[config.mk]
export PLATFORM = sky130hd
export DESIGN_NAME = spw_core
export DESIGN_NICKNAME = d
export VERILOG_FILES = /design/src/spw_pkg.sv /design/src/spw_core.sv
export SDC_FILE = /design/constraint.sdc
export NUM_CORES = 1
export LEC_CHECK = 0
export BUFFER_PORTS_ARGS = -buffer_cell sky130_fd_sc_hd__buf_4
export CAP_MARGIN = 10
export CORE_UTILIZATION = 50
export CTS_CLUSTER_DIAMETER = 200
export CTS_CLUSTER_SIZE = 20
export DETAILED_ROUTE_END_ITERATION = 16
export GPL_TIMING_DRIVEN = 0
export PLACE_DENSITY = 0.67
export SYNTH_ARGS = -nofsm -noshare
export SYNTH_HDL_FRONTEND = slang
export SYNTH_SLANG_ARGS = --single-unit
[constraint.sdc]
create_clock -name mclk_i -period 3.8 [get_ports mclk_i]
set_clock_uncertainty 0.15 [all_clocks]
set_input_delay 0.19 -clock mclk_i [delete_from_list [all_inputs] [get_ports mclk_i]]
set_output_delay 0.19 -clock mclk_i [all_outputs]
set_load 0.005 [all_outputs]
[src/spw_pkg.sv]
// spw_pkg: constants and types for the spread pwm display timing core.
// assumes nothing of its surroundings; imported by scoped name only.
package spw_pkg;

  // ----------------------------------------------------------------
  // shift register and latch geometry
  // ----------------------------------------------------------------
  localparam int SR_W     = 193;
  localparam int SR_MSB   = 192;
  localparam int GS_W     = 192;
  localparam int CL1_W    = 137;
  localparam int CL2_W    = 119;
  localparam int CH_N     = 16;
  localparam int GSV_W    = 12;
  localparam int BC_LSB   = 112;
  localparam int BC_W     = 7;

  // ----------------------------------------------------------------
  // function control positions in the first control latch
  // ----------------------------------------------------------------
  localparam int FC_BLANK  = 119;
  localparam int FC_REPEAT = 120;
  localparam int FC_TIMING_RESET_ENABLE = 121;
  localparam int FC_SPREAD = 122;

  // ----------------------------------------------------------------
  // display timing
  // ----------------------------------------------------------------
  localparam logic [11:0] GS_LAST  = 12'hf_ff;
  localparam int          SEG_W    = 5;
  localparam int          POS_W    = 7;

  // ----------------------------------------------------------------
  // register map (byte addresses) and reset values
  // ----------------------------------------------------------------
  localparam logic [7:0]  ADR_CTRL   = 8'h00;
  localparam logic [7:0]  ADR_STATUS = 8'h04;
  localparam logic [31:0] CTRL_RST   = 32'h0000_0001;
  localparam int          CTRL_OE    = 0;
  localparam int          ST_RUN     = 16;
  localparam int          ST_BLANK   = 17;
  localparam int          ST_REPEAT  = 18;
  localparam int          ST_TIMING_RESET_ENABLE  = 19;
  localparam int          ST_SPREAD  = 20;

  // decoded function control bits
  typedef struct packed {
    logic spread_pwm_select;
    logic timing_reset_enable;
    logic auto_repeat_enable;
    logic blank;
  } spw_fc_t;

endpackage : spw_pkg

[src/spw_core.sv]
// spw_core: display timing core of a 16-channel constant-current sink
// driver: 193-bit common shift register, grayscale and control latches,
// spread pwm segment scheduling, auto repeat, auto refresh, timing reset.
// assumes: shift clock, serial data, load strobe and grayscale clock are
// asynchronous pins well below mclk_i/3; a classic wishbone master.
//
// Behaviour
// - grayscale 32 gives one clock on-time in each of 32 segments.
// - grayscale 33 gives two clocks in segment 1, one elsewhere.
// - each increment adds a clock to the next segment in bit-reversed order.
// - grayscale 4064 gives 127 clocks in every segment.
// - grayscale 4095 gives 128 clocks in segments 1-31, 127 in segment 32.
// - with auto repeat set, the display period restarts forever.
// - without auto repeat, run one period after blank fall or timing reset.
// - with auto repeat, the 4096th clock restarts display like a blank pulse.
// - new data waits in first latch, copied to second at 4096th clock.
// - setting blank before period end copies first latch to second at once.
// - load while blank is set writes first and second latch together.
// - function control bits 119-122 act as soon as first latch is written.
// - timing-reset load clears the grayscale counter and blanks outputs.
// - timing-reset load writes shift data to both grayscale latches.
// - timing-reset load copies brightness from first to second latch.
// - after timing reset counting resumes at next grayscale clock edge.
// - without timing reset a grayscale load neither clears counter nor blanks outputs.
// - shift register top bit picks grayscale (0) or control (1) latch.
// - control latches hold 137 and 119 bits, grayscale latches 192.
// - shift clock moves input into lsb, msb drives serial output.
// - display period is 32 segments of 128 grayscale clocks each.
// - while blank is set outputs are off, counter zero, timing idle.

`timescale 1ns/1ps

module spw_core
(
  // clock and reset
  input  wire logic                  mclk_i,
  input  wire logic                  resetn_i,
  // serial link pins
  input  wire logic                  shift_clock_i,
  input  wire logic                  serial_data_input_i,
  input  wire logic                  load_strobe_i,
  input  wire logic                  grayscale_clock_i,
  output logic                       serial_data_output_o,
  // channel and brightness outputs
  output logic [spw_pkg::CH_N-1:0]   current_sink_channel_o,
  output logic [spw_pkg::BC_W-1:0]   global_brightness_o,
  // wishbone slave
  input  wire logic                  wb_cyc_i,
  input  wire logic                  wb_stb_i,
  input  wire logic                  wb_we_i,
  input  wire logic [7:0]            wb_adr_i,
  input  wire logic [3:0]            wb_sel_i,
  input  wire logic [31:0]           wb_dat_i,
  output logic [31:0]                wb_dat_o,
  output logic                       wb_ack_o
);

  // ----------------------------------------------------------------
  // pin synchronisers
  // ----------------------------------------------------------------
  // order: shift clock, data, load strobe, grayscale clock
  logic [3:0] pin_m_q;
  logic [3:0] pin_s_q;
  logic [3:0] pin_d_q;

  always_ff @(posedge mclk_i or negedge resetn_i)
  begin
    if (!resetn_i)
    begin
      pin_m_q <= 4'h0;
      pin_s_q <= 4'h0;
      pin_d_q <= 4'h0;
    end
    else
    begin
      pin_m_q <= {grayscale_clock_i, load_strobe_i,
                  serial_data_input_i, shift_clock_i};
      pin_s_q <= pin_m_q;
      pin_d_q <= pin_s_q;
    end
  end

  wire logic sclk_rise = pin_s_q[0] & ~pin_d_q[0];
  wire logic sin_bit   = pin_s_q[1];
  wire logic lat_rise  = pin_s_q[2] & ~pin_d_q[2];
  wire logic gclk_rise = pin_s_q[3] & ~pin_d_q[3];

  // ----------------------------------------------------------------
  // shift register and latches
  // ----------------------------------------------------------------
  logic [spw_pkg::SR_W-1:0]  sr_q;
  logic [spw_pkg::GS_W-1:0]  gs1_q;
  logic [spw_pkg::GS_W-1:0]  gs2_q;
  logic [spw_pkg::CL1_W-1:0] cl1_q;
  logic [spw_pkg::CL2_W-1:0] cl2_q;

  // timing state
  logic [11:0] cnt_q;
  logic        run_q;
  logic [spw_pkg::CH_N-1:0] out_q;
  logic        oe_q;

  wire spw_pkg::spw_fc_t fc = '{
    spread_pwm_select:   cl1_q[spw_pkg::FC_SPREAD],
    timing_reset_enable: cl1_q[spw_pkg::FC_TIMING_RESET_ENABLE],
    auto_repeat_enable:  cl1_q[spw_pkg::FC_REPEAT],
    blank:               cl1_q[spw_pkg::FC_BLANK]
  };

  // load decode: top bit chooses destination
  wire logic ld_gs   = lat_rise & ~sr_q[spw_pkg::SR_MSB];
  wire logic ld_ctl  = lat_rise &  sr_q[spw_pkg::SR_MSB];
  wire logic new_blk = sr_q[spw_pkg::FC_BLANK];
  // timing reset only on a grayscale write with the enable set
  wire logic tmg_rst = ld_gs & fc.timing_reset_enable;
  // blank rising by a control write uploads first latch at once
  wire logic blk_set = ld_ctl & new_blk & ~fc.blank;
  wire logic blk_clr = ld_ctl & ~new_blk & fc.blank;
  wire logic blk_now = ld_ctl ? new_blk : fc.blank;
  // end of period: the 4096th grayscale clock
  wire logic last_clk = gclk_rise & run_q & (cnt_q == spw_pkg::GS_LAST);

  always_ff @(posedge mclk_i or negedge resetn_i)
  begin
    if (!resetn_i)
      sr_q <= '0;
    else if (sclk_rise)
      sr_q <= {sr_q[spw_pkg::SR_W-2:0], sin_bit};
  end

  // grayscale latches
  always_ff @(posedge mclk_i or negedge resetn_i)
  begin
    if (!resetn_i)
    begin
      gs1_q <= '0;
      gs2_q <= '0;
    end
    else
    begin
      if (ld_gs)
        gs1_q <= sr_q[spw_pkg::GS_W-1:0];
      if (ld_gs && (fc.blank || fc.timing_reset_enable))
        gs2_q <= sr_q[spw_pkg::GS_W-1:0];
      else if (last_clk || blk_set)
        gs2_q <= gs1_q;
    end
  end

  // control latches; blank comes up set so outputs stay dark until written
  always_ff @(posedge mclk_i or negedge resetn_i)
  begin
    if (!resetn_i)
    begin
      cl1_q                    <= '0;
      cl1_q[spw_pkg::FC_BLANK] <= 1'b1;
      cl2_q                    <= '0;
    end
    else
    begin
      if (ld_ctl)
        cl1_q <= sr_q[spw_pkg::CL1_W-1:0];
      if (ld_ctl && (fc.blank || new_blk))
        cl2_q <= sr_q[spw_pkg::CL2_W-1:0];
      else if (tmg_rst || last_clk)
        cl2_q <= cl1_q[spw_pkg::CL2_W-1:0];
    end
  end

  // ----------------------------------------------------------------
  // spread pwm decision per channel
  // ----------------------------------------------------------------
  // segment index and position inside it for the slot shown at the next grayscale edge
  wire logic [spw_pkg::SEG_W-1:0] seg = cnt_q[11:7];
  wire logic [spw_pkg::POS_W-1:0] pos = cnt_q[6:0];
  // segment rank in the spreading order is the bit-reversed index
  wire logic [spw_pkg::SEG_W-1:0] rank = {seg[0], seg[1], seg[2],
                                          seg[3], seg[4]};
  logic [spw_pkg::CH_N-1:0] on_slot;

  genvar ch;
  generate
    for (ch = 0; ch < spw_pkg::CH_N; ch++)
    begin : g_ch
      wire logic [11:0] gv = gs2_q[ch*spw_pkg::GSV_W +: spw_pkg::GSV_W];
      // extra clock for the first (value mod 32) ranks
      wire logic        ext = (rank < gv[4:0]);
      wire logic [7:0]  ton = {1'b0, gv[11:5]} + {7'h00, ext};
      // on from segment start for ton clocks: covers 32,33,4064,4095
      assign on_slot[ch] = ({1'b0, pos} < ton);
    end
  endgenerate

  // ----------------------------------------------------------------
  // display timing controller
  // ----------------------------------------------------------------
  always_ff @(posedge mclk_i or negedge resetn_i)
  begin
    if (!resetn_i)
    begin
      cnt_q <= '0;
      run_q <= 1'b0;
      out_q <= '0;
    end
    else if (blk_now)
    begin
      cnt_q <= '0;
      run_q <= 1'b0;
      out_q <= '0;
    end
    else if (tmg_rst || blk_clr)
    begin
      // next grayscale edge shows slot zero
      cnt_q <= '0;
      run_q <= 1'b1;
      out_q <= '0;
    end
    else if (gclk_rise)
    begin
      if (run_q)
      begin
        out_q <= on_slot;
        cnt_q <= cnt_q + 12'h001;
        if (cnt_q == spw_pkg::GS_LAST)
          run_q <= fc.auto_repeat_enable;
      end
      else
        out_q <= '0;
    end
  end

  // ----------------------------------------------------------------
  // wishbone slave: ctrl (output enable) and status
  // ----------------------------------------------------------------
  logic [31:0] rd_q;
  logic        ack_q;

  wire logic        req     = wb_cyc_i & wb_stb_i & ~ack_q;
  wire logic        hit_ctl = (wb_adr_i == spw_pkg::ADR_CTRL);
  wire logic        hit_st  = (wb_adr_i == spw_pkg::ADR_STATUS);
  // a write lands at the edge where the master samples ack, not when taken
  wire logic        wr_ctl  = ack_q & wb_cyc_i & wb_stb_i & wb_we_i & hit_ctl & wb_sel_i[0];
  wire logic [31:0] st_word = {11'h000,
                               fc.spread_pwm_select,
                               fc.timing_reset_enable,
                               fc.auto_repeat_enable,
                               fc.blank,
                               run_q,
                               4'h0,
                               cnt_q};
  wire logic [31:0] rd_mux  = hit_ctl ? {31'h0000_0000, oe_q} :
                              hit_st  ? st_word : 32'h0000_0000;

  always_ff @(posedge mclk_i or negedge resetn_i)
  begin
    if (!resetn_i)
    begin
      ack_q <= 1'b0;
      rd_q  <= '0;
      oe_q  <= spw_pkg::CTRL_RST[spw_pkg::CTRL_OE];
    end
    else
    begin
      ack_q <= req;
      if (req)
        rd_q <= rd_mux;
      if (wr_ctl)
        oe_q <= wb_dat_i[spw_pkg::CTRL_OE];
    end
  end

  // ----------------------------------------------------------------
  // outputs
  // ----------------------------------------------------------------
  // output enable is a software gate only; timing keeps running under it
  assign current_sink_channel_o = out_q & {spw_pkg::CH_N{oe_q}};
  assign global_brightness_o    = cl2_q[spw_pkg::BC_LSB +: spw_pkg::BC_W];
  assign serial_data_output_o   = sr_q[spw_pkg::SR_MSB];
  assign wb_dat_o               = rd_q;
  assign wb_ack_o               = ack_q;

endmodule : spw_core

==> results of run 1 <==
logic make-up after synthesis:
kind of cell / count (synthesis) / synth area share
adders and majority gates: 193 / 0.0748
DFF: 654 / 0.507
xor gates and xnor gates: 89 / 0.0242
other: 1 / 0.000116
and+or+nand+nor: 277 / 0.0466
muxes: 797 / 0.273
buffers and inverters: 206 / 0.0335
AOI/OAI and AO/OA: 191 / 0.0405
critical path: cells and delay by family, from the launching register on:
family | cells | cell delay (ns)
buf+inv | 1 | 0.38
flops | 1 | 0.38
simple gates | 4 | 0.76
fa+ha+maj | 2 | 0.54
compound gates | 6 | 0.97
xor+xnor | 1 | 0.18
what timing repair did:
action | 4_1_cts | 5_1_grt
resized for setup | 0 | 6
hold buffers | 15 | 0
setup endpoints to repair | 0 | 4
hold endpoints to repair | 118 | 0
per-layer routing:
layer	global-route usage	share of wire	up-vias
li1	-	-	8875
met1	0.301	0.46	9810
met2	0.371	0.49	255
met3	0.0271	0.030	84
met4	0.0566	0.022	0
met5	0	0	-
cells in the final DEF, fill, tap and decap left out, types with 9 or more instances in the layout:
cell type,Yosys,routed
a21o_1,17,17
a21oi_1,71,71
a22o_1,16,16
a2bb2oi_1,16,16
and2_1,16,16
and3_1,35,35
buf_2,46,46
buf_4,27,86
buf_6,20,20
clkbuf_1,23,29
clkbuf_16,0,39
conb_1,1,15
dfrtp_1,652,643
dfrtp_2,0,9
dlygate4sd3_1,0,15
ha_1,193,193
inv_1,85,85
mux2_1,215,215
mux2_2,452,452
mux2i_1,130,130
nand2_1,59,59
nand2b_1,17,17
nand3_1,78,78
nor2_1,13,13
nor3_1,17,17
nor3b_1,16,16
o211ai_1,32,32
o21a_1,16,16
o2bb2ai_1,12,12
xnor2_1,39,39
xor2_1,50,50
worst paths after layout:
path                       slack (ns)  cells after the start                  start                       to
max                              0.35                     14  cnt_q[11]$_DFFE_PN0P_    out_q[10]$_DFFE_PN0P_
max in group asynchronous        1.77                      4               resetn_i     cnt_q[8]$_DFFE_PN0P_
min in group asynchronous        0.07                      2               resetn_i    sr_q[172]$_DFFE_PN0P_
min reg2reg                      0.21                      0   pin_m_q[0]$_DFF_PN0_     pin_s_q[0]$_DFF_PN0_
max reg2reg                      0.35                     14  cnt_q[11]$_DFFE_PN0P_    out_q[10]$_DFFE_PN0P_
min                              0.04                      5               wb_cyc_i  wb_dat_o[1]$_DFFE_PN0P_
per-stage QoR:
stage          cells  instance area (µm²)  setup TNS [ns]  power (mW)  utilization
4_1_cts         3402                35300               0        12.1        0.556
3_3_place_gp    3328                33800        -2987.07        7.90        0.533
2_1_floorplan   2422                32300               0        7.66            -
5_1_grt         3402                35300               0        12.4        0.556
6_report        3404                35300               0        12.0        0.556
3_5_place_dp    3338                34100               0        7.94        0.538
report_power, final:
part / total, mW / internal [mW] / leakage (nW) / switching (mW)
logic: 0.584 / 0.272 / 8.42 / 0.312
registers: 7.22 / 7.11 / 9.05 / 0.114
clock network: 4.15 / 1.87 / 0.499 / 2.28
area by class of cell:
class / count / area, µm² / area share
diodes: 2 / 5.00 / 0.000142
plain buffers: 121 / 766 / 0.0217
clock buffers: 47 / 1010 / 0.0285
clock inverters: 2 / 17.5 / 0.000497
inverters: 85 / 319 / 0.00904
multi-input cells: 1562 / 14900 / 0.422
flip-flops and latches: 654 / 16400 / 0.464
well taps: 846 / 1060 / 0.0300
repair buffers: 85 / 853 / 0.0242
flip-flops by register name, indices dropped and copies added (netlist names):
| signal | cells |
|---|---|
| sr_q | 193 |
| pin_m_q | 4 |
| cnt_q | 12 |
| pin_d_q | 3 |
| cl2_q | 7 |
| wb_ack_o | 1 |
| wb_dat_o | 17 |
| out_q | 16 |
| pin_s_q | 4 |
| oe_q | 1 |
| gs2_q | 192 |
| run_q | 1 |
| cl1_q | 11 |
| gs1_q | 192 |
==> impl_metrics.tcl, run 1 <==
set metrics [dict create \
    outcome "finished clean" \
    ys_ff_latch 654 \
    io_pins 110 \
    cts_max_level 2 \
    fin_nets 2793 \
    setup_violations 0 \
    crit_slowest_cell "dfrtp_1" \
    final_hold_viol_count 0 \
    yosys.area.top_type "dfrtp_1" \
    start_kind "register" \
    vdd_drop_max_mv 0.255 \
    maxSlewHeadroom 0.123 \
    clkTransAtPathRegs_ns 0.09 \
    maxSlewViolCount 0 \
    grt_max_degree 126 \
    hold_path_class "input pin to register" \
    synth_ff_type "dfrtp_1" \
    syn2layout_area_growth_pct 9.32 \
    rsz0062_at_grt "no" \
    dp_hpwl_um 46600 \
    drc 0 \
    synth.yosys.seq_area_share 0.507 \
    pre_cts_slack_ns 0.0670 \
    cellLeakagePower_nw 18.0 \
    wire_per_inst_um 20.6 \
    avgSynthCellArea_um2 13.4 \
    grt.overflow.total 0 \
    synth_edf_count 0 \
    fp-row-count 92 \
    synth_commonest_cells "dfrtp_1, mux2_2, mux2_1" \
    crit_chain "clkbuf_2 -> nand2b_1 -> a21o_1 -> a21oi_1 -> o21a_1 -> ha_1 -> and3_1 -> nand3_1 -> xor2_1 -> ha_1 -> a21oi_1 -> o211ai_1 -> and3_1 -> o22ai_1" \
    first_iter_violations 1007 \
    io_buffers 60 \
    cts-buffers-inserted 38 \
    fin_hold_ws_ns 0.0405 \
    place_congestion 0.789 \
    cpPeakStageDelay_ns 0.38 \
    tightest_slew_ns 1.32 \
    die_y_um 256 \
    clock_path_buffers 3 \
    synthDistinctLibCells 50 \
    antenna_found_initial 1 \
    layout_min_cycle_time_ns 3.45 \
    clk_latency_ns 0.59 \
    track_usage 0.220 \
    path_class "register to register" \
    grt_pass1_vias 20125 \
    cts.sinks 654 \
    fillers 5183 \
    grt_pass1_wl_um 114000 \
    avgViaCountPerCell 5.59 \
    async_flop_share 1.00 \
    ys_warn_count 0 \
    first_pass_iters 5 \
    post-route-period-util 0.908 \
    required_ns 4.16 \
    design.die.area_mm2 0.0656 \
    start_util 0.509 \
    cp_data_arrival_time_ns 3.81 \
    drive_gt1_frac 0.265 \
    tritoncts "built" \
    finalWirelength_um 70300 \
    synth_top_area_share 0.506 \
    synth_area_leaders "dfrtp_1, mux2_2, mux2_1" \
    path_max_fanout 10 \
    yosysMostFrequentCell "dfrtp_1" \
    cts_root_buf "clkbuf_16" \
    p_per_area_mw_per_mm2 339 \
    max_freq_mhz 290 \
    postSynthCellCount 2408 \
    fin_ws_ns 0.351 \
    coreArea_mm2 0.0634 \
    synth_area_mm2 0.0323 \
    vias 19024 \
    cp-end-kind "register" \
    postCtsSetupBuffers 0 \
    chipWidth_um 256 \
    ant_nets 0 \
    maxCapViolCount 0 \
]
No activity file was read; power rests on OpenSTA's default activity.
==> inputs of run 2 (changes only) <==
Clock period 3.8 ns to 3.2 ns, I/O delays scaled along.
==> impl_metrics.tcl, run 2 (same netlist as run 1, synthesis figures left out) <==
set metrics [dict create \
    outcome "finished clean" \
    place_congestion 0.789 \
    wire_per_inst_um 20.9 \
    p_per_area_mw_per_mm2 396 \
    die_y_um 256 \
    largest_reg_flops 193 \
    cts-buffers-inserted 38 \
    antenna_found_initial 1 \
    cts.sinks 654 \
    setup_violations 0 \
    finalWirelength_um 71100 \
    path_class "register to register" \
    fin_hold_ws_ns 0.0274 \
    cellLeakagePower_nw 17.9 \
    grtUsageMet3 0.0263 \
    grt_util_met2 0.369 \
    grt_pass1_wl_um 114000 \
    avgViaCountPerCell 5.60 \
    track_usage 0.220 \
    drc 0 \
    maxSlewHeadroom 0.141 \
    final_cells 3409 \
    io_buffers 60 \
    clkTransAtPathRegs_ns 0.09 \
    use_met1 0.302 \
    multi_input_area_mm2 0.0153 \
    grt_pass1_vias 20053 \
    layout_min_cycle_time_ns 3.19 \
    cts_max_level 2 \
    post-route-period-util 0.998 \
    layout_commonest_cell "dfrtp_1" \
    grt.overflow.total 0 \
    rsz0062_at_grt "yes" \
    maxSlewViolCount 0 \
    vias 19081 \
    final_core_util 0.565 \
    max_freq_mhz 313 \
    cp_data_arrival_time_ns 3.55 \
    coreArea_mm2 0.0634 \
    first_iter_violations 903 \
    grt_max_degree 126 \
    tightest_slew_ns 1.29 \
    clk_latency_ns 0.59 \
    syn2layout_area_growth_pct 11.1 \
    cts_root_buf "clkbuf_16" \
    drive_gt1_frac 0.301 \
    path_max_fanout 8 \
    place_inst 3338 \
    cp-end-kind "register" \
    fillers 5124 \
    fin_nets 2799 \
    regMostFlops "sr_q" \
    grt.busiest_layer "met2" \
    seqCellArea_mm2 0.0164 \
    clock_path_buffers 3 \
    chipWidth_um 256 \
    dp_hpwl_um 46600 \
    final_hold_viol_count 0 \
    ant_nets 0 \
    first_pass_iters 4 \
    tritoncts "built" \
    hold_path_class "input pin to asynchronous set/reset pin" \
    fp-row-count 92 \
    io_pins 110 \
    required_ns 3.56 \
    reg_top3 "sr_q x193, gs1_q x192, gs2_q x192" \
    start_util 0.509 \
    start_kind "register" \
    maxCapViolCount 0 \
    design.die.area_mm2 0.0656 \
    final_cell_mix "dfrtp_1, mux2_2, mux2_1, ha_1, mux2i_1" \
    vdd_drop_max_mv 0.304 \
]
run 2: cell count changes in the layout (fill, tap and decap cells not counted), moves of 4 or more:
cell,before,now
nand3_4,0,7
and3_4,0,13
ha_2,0,15
dlygate4sd3_1,15,11
ha_1,193,169
nand3_2,1,7
buf_4,86,92
and3_1,35,22
a21oi_2,1,29
nand3_1,78,65
a21oi_1,71,43
ha_4,0,9
run 2: layout make-up:
cell class                 count  share of cell area
clock buffer                  47              0.0281
tap                          846              0.0295
timing repair buffer          91              0.0259
antenna                        1           0.0000698
inverter                      85             0.00890
buffer                       121              0.0217
multi-input combinational   1562               0.428
clock inverter                 2            0.000489
sequential                   654               0.457
run 2: through the flow:
stage | area (µm²) | setup slack [ns] | TNS [ns] | power, mW
finish | 35800 | 0.00665 | 0 | 14.2
global route | 35800 | -0.115 | -0.642 | 14.8
CTS | 35300 | 0.000703 | 0 | 14.4
detailed placement | 34100 | -0.533 | -4.84 | 9.43
global placement | 33800 | -5.26 | -3451.36 | 9.38
floorplan | 32300 | 0.177 | 0 | 9.09
run 2: power by group:
part / total (mW) / leakage, nW / internal [mW] / switching [mW]
combinational: 0.692 / 8.40 / 0.322 / 0.370
clock: 4.92 / 0.499 / 2.22 / 2.70
sequential: 8.57 / 9.05 / 8.44 / 0.135
run 2: worst paths after layout:
check                      depth (start not counted)                   from                 endpoint  slack, ns
setup / recovery                                  14  cnt_q[10]$_DFFE_PN0P_     out_q[0]$_DFFE_PN0P_      0.007
hold / removal                                     2               resetn_i    sr_q[172]$_DFFE_PN0P_       0.03
setup reg to reg                                  14  cnt_q[10]$_DFFE_PN0P_     out_q[0]$_DFFE_PN0P_      0.007
hold reg to reg                                    0   pin_m_q[0]$_DFF_PN0_     pin_s_q[0]$_DFF_PN0_       0.21
max in group asynchronous                          4               resetn_i     cnt_q[8]$_DFFE_PN0P_       1.25
min in group mclk_i                                5               wb_cyc_i  wb_dat_o[5]$_DFFE_PN0P_       0.07
run 2: what timing repair did:
item,CTS,global route
resized for setup,15,92
pin swaps,0,69
setup endpoints to repair,16,47
gates cloned,0,1
endpoints found under the hold margin,118,0
hold buffers,11,0
buffers inserted,6,3
run 2: critical path, stage by stage, from the launching register on:
cell and delay [ns]:
dfrtp_2 0.50, buf_12 0.21, ha_4 0.22, a21o_1 0.18
a21oi_2 0.12, o21a_1 0.13, ha_2 0.20, and3_4 0.20
nand3_4 0.10, xor2_2 0.17, ha_1 0.32, a21oi_2 0.19
o211ai_1 0.14, and3_1 0.17, o22ai_1 0.11
run 2: per-layer routing:
metal	part of all wire	vias up
met5	0	-
met4	0.023	0
met3	0.029	88
met2	0.49	229
met1	0.46	9901
li1	-	8863
==> inputs of run 3 (changes only) <==
Clock period 3.2 ns to 4.1 ns, I/O delays scaled along.
==> impl_metrics.tcl, run 3 (same netlist as run 1, synthesis figures left out) <==
set metrics [dict create \
    outcome "finished clean" \
    cts_root_buf "clkbuf_16" \
    io_buffers 60 \
    grt_pass1_wl_um 114000 \
    combPwrFrac 0.049 \
    layout_commonest_cell "dfrtp_1" \
    layout_min_cycle_time_ns 3.75 \
    fin_hold_ws_ns 0.0441 \
    start_util 0.509 \
    post-route-period-util 0.914 \
    maxCapViolCount 0 \
    netSwitchingFraction 0.226 \
    grt_pass1_vias 20096 \
    drc 0 \
    fp-row-count 92 \
    clock_path_buffers 3 \
    post_cts_hold_buffer_count 12 \
    cts_max_level 2 \
    max_freq_mhz 267 \
    vias 18986 \
    reg_top3 "sr_q x193, gs1_q x192, gs2_q x192" \
    avgViaCountPerCell 5.58 \
    setup_violations 0 \
    tritoncts "built" \
    rsz0062_at_grt "no" \
    cts.sinks 654 \
    final_hold_viol_count 0 \
    coreArea_mm2 0.0634 \
    chipWidth_um 256 \
    crit_chain "clkbuf_1 -> nand2b_1 -> a21o_1 -> a21oi_1 -> o21a_1 -> ha_1 -> and3_1 -> nand3_1 -> xor2_1 -> ha_1 -> a21oi_1 -> o211ai_1 -> and3_1 -> o22ai_1" \
    maxSlewHeadroom 0.156 \
    cts-buffers-inserted 38 \
    cpPeakStageDelay_ns 0.91 \
    regMostFlops "sr_q" \
    dp_hpwl_um 46600 \
    ant_nets 0 \
    design.die.area_mm2 0.0656 \
    cellLeakagePower_nw 17.9 \
    postCtsSetupBuffers 0 \
    place_congestion 0.789 \
    first_pass_iters 5 \
    p_seq_frac 0.604 \
    path_class "register to register" \
    maxSlewViolCount 0 \
    cp_data_arrival_time_ns 4.10 \
    fin_nets 2790 \
    r2r_cells 14 \
    final_cell_mix "dfrtp_1, mux2_2, mux2_1, ha_1, mux2i_1" \
    antenna_found_initial 1 \
    clk_latency_ns 0.59 \
    io_pins 110 \
    power_mw 11.1 \
    track_usage 0.220 \
    cp-end-kind "register" \
    finalWirelength_um 70100 \
    p_switching_mw 2.51 \
    die_y_um 256 \
    syn2layout_area_growth_pct 9.22 \
    start_kind "register" \
    crit_slowest_cell "clkbuf_1" \
    required_ns 4.46 \
    cts_resized 0 \
    pwr-share-clk 0.347 \
    clkTransAtPathRegs_ns 0.09 \
    p_per_area_mw_per_mm2 314 \
    path_max_fanout 10 \
    hold_path_class "input pin to register" \
    largest_reg_flops 193 \
    tightest_slew_ns 1.27 \
    wire_per_inst_um 20.6 \
    first_iter_violations 940 \
    vdd_drop_max_mv 0.238 \
    drive_gt1_frac 0.264 \
    hold_depth 5 \
    grt.overflow.total 0 \
    p_int_mw 8.57 \
    grt_max_degree 126 \
]
[run 3: power groups by stage]
stage               clock network (mW)  registers (mW)  logic [mW]
floorplan                            0            6.78       0.316
global placement                     0            6.81       0.512
detailed placement                   0            6.82       0.544
CTS                               3.99            6.69       0.554
global route                      4.20            6.72       0.601
finish                            3.85            6.69       0.540
[run 3: final timing paths]
check / from / to / slack, ns
worst max register to register: cnt_q[11]$_DFFE_PN0P_ / out_q[10]$_DFFE_PN0P_ / 0.35
worst max-delay path: cnt_q[11]$_DFFE_PN0P_ / out_q[10]$_DFFE_PN0P_ / 0.35
worst min-delay path: wb_adr_i[7] / wb_dat_o[4]$_DFFE_PN0P_ / 0.04
max in group asynchronous: resetn_i / cnt_q[8]$_DFFE_PN0P_ / 2.05
min in group asynchronous: resetn_i / sr_q[172]$_DFFE_PN0P_ / 0.09
worst min register to register: pin_m_q[0]$_DFF_PN0_ / pin_s_q[0]$_DFF_PN0_ / 0.21
[run 3: cell type report]
type	instances	area (µm²)
plain buffers	121	763
clock buffers	47	1010
flip-flops and latches	654	16400
multi-input cells	1562	14900
inverters	85	319
clock inverters	2	17.5
repair buffers	82	823
fillers	5188	28200
diodes	2	5.00
well taps	846	1060
[run 3: stage by stage]
step / worst slack, ns / TNS (ns) / instance area (µm²) / std cells / util
CTS: 0.326 / 0 / 35200 / 3399 / 0.556
global placement: -4.41 / -2795.94 / 33800 / 3328 / 0.533
finish: 0.352 / 0 / 35200 / 3401 / 0.556
global route: 0.122 / 0 / 35200 / 3399 / 0.556
floorplan: 1.08 / 0 / 32300 / 2422 / -
detailed placement: 0.367 / 0 / 34100 / 3338 / 0.538
[run 3: routing by layer]
layer,global-route usage,up-vias,wire length (µm)
li1,-,8861,-
met1,0.301,9780,32200
met2,0.370,260,34200
met3,0.0272,85,2230
met4,0.0566,0,1490
met5,0,-,0
[run 3: critical path, delay by kind of cell, from the launching register on]
kind            cells  cell delay (ns)
simple gates        4             0.71
flops               1             0.35
xor+xnor            1             0.17
fa+ha+maj           2             0.50
compound gates      6             0.87
buf+inv             1             0.91
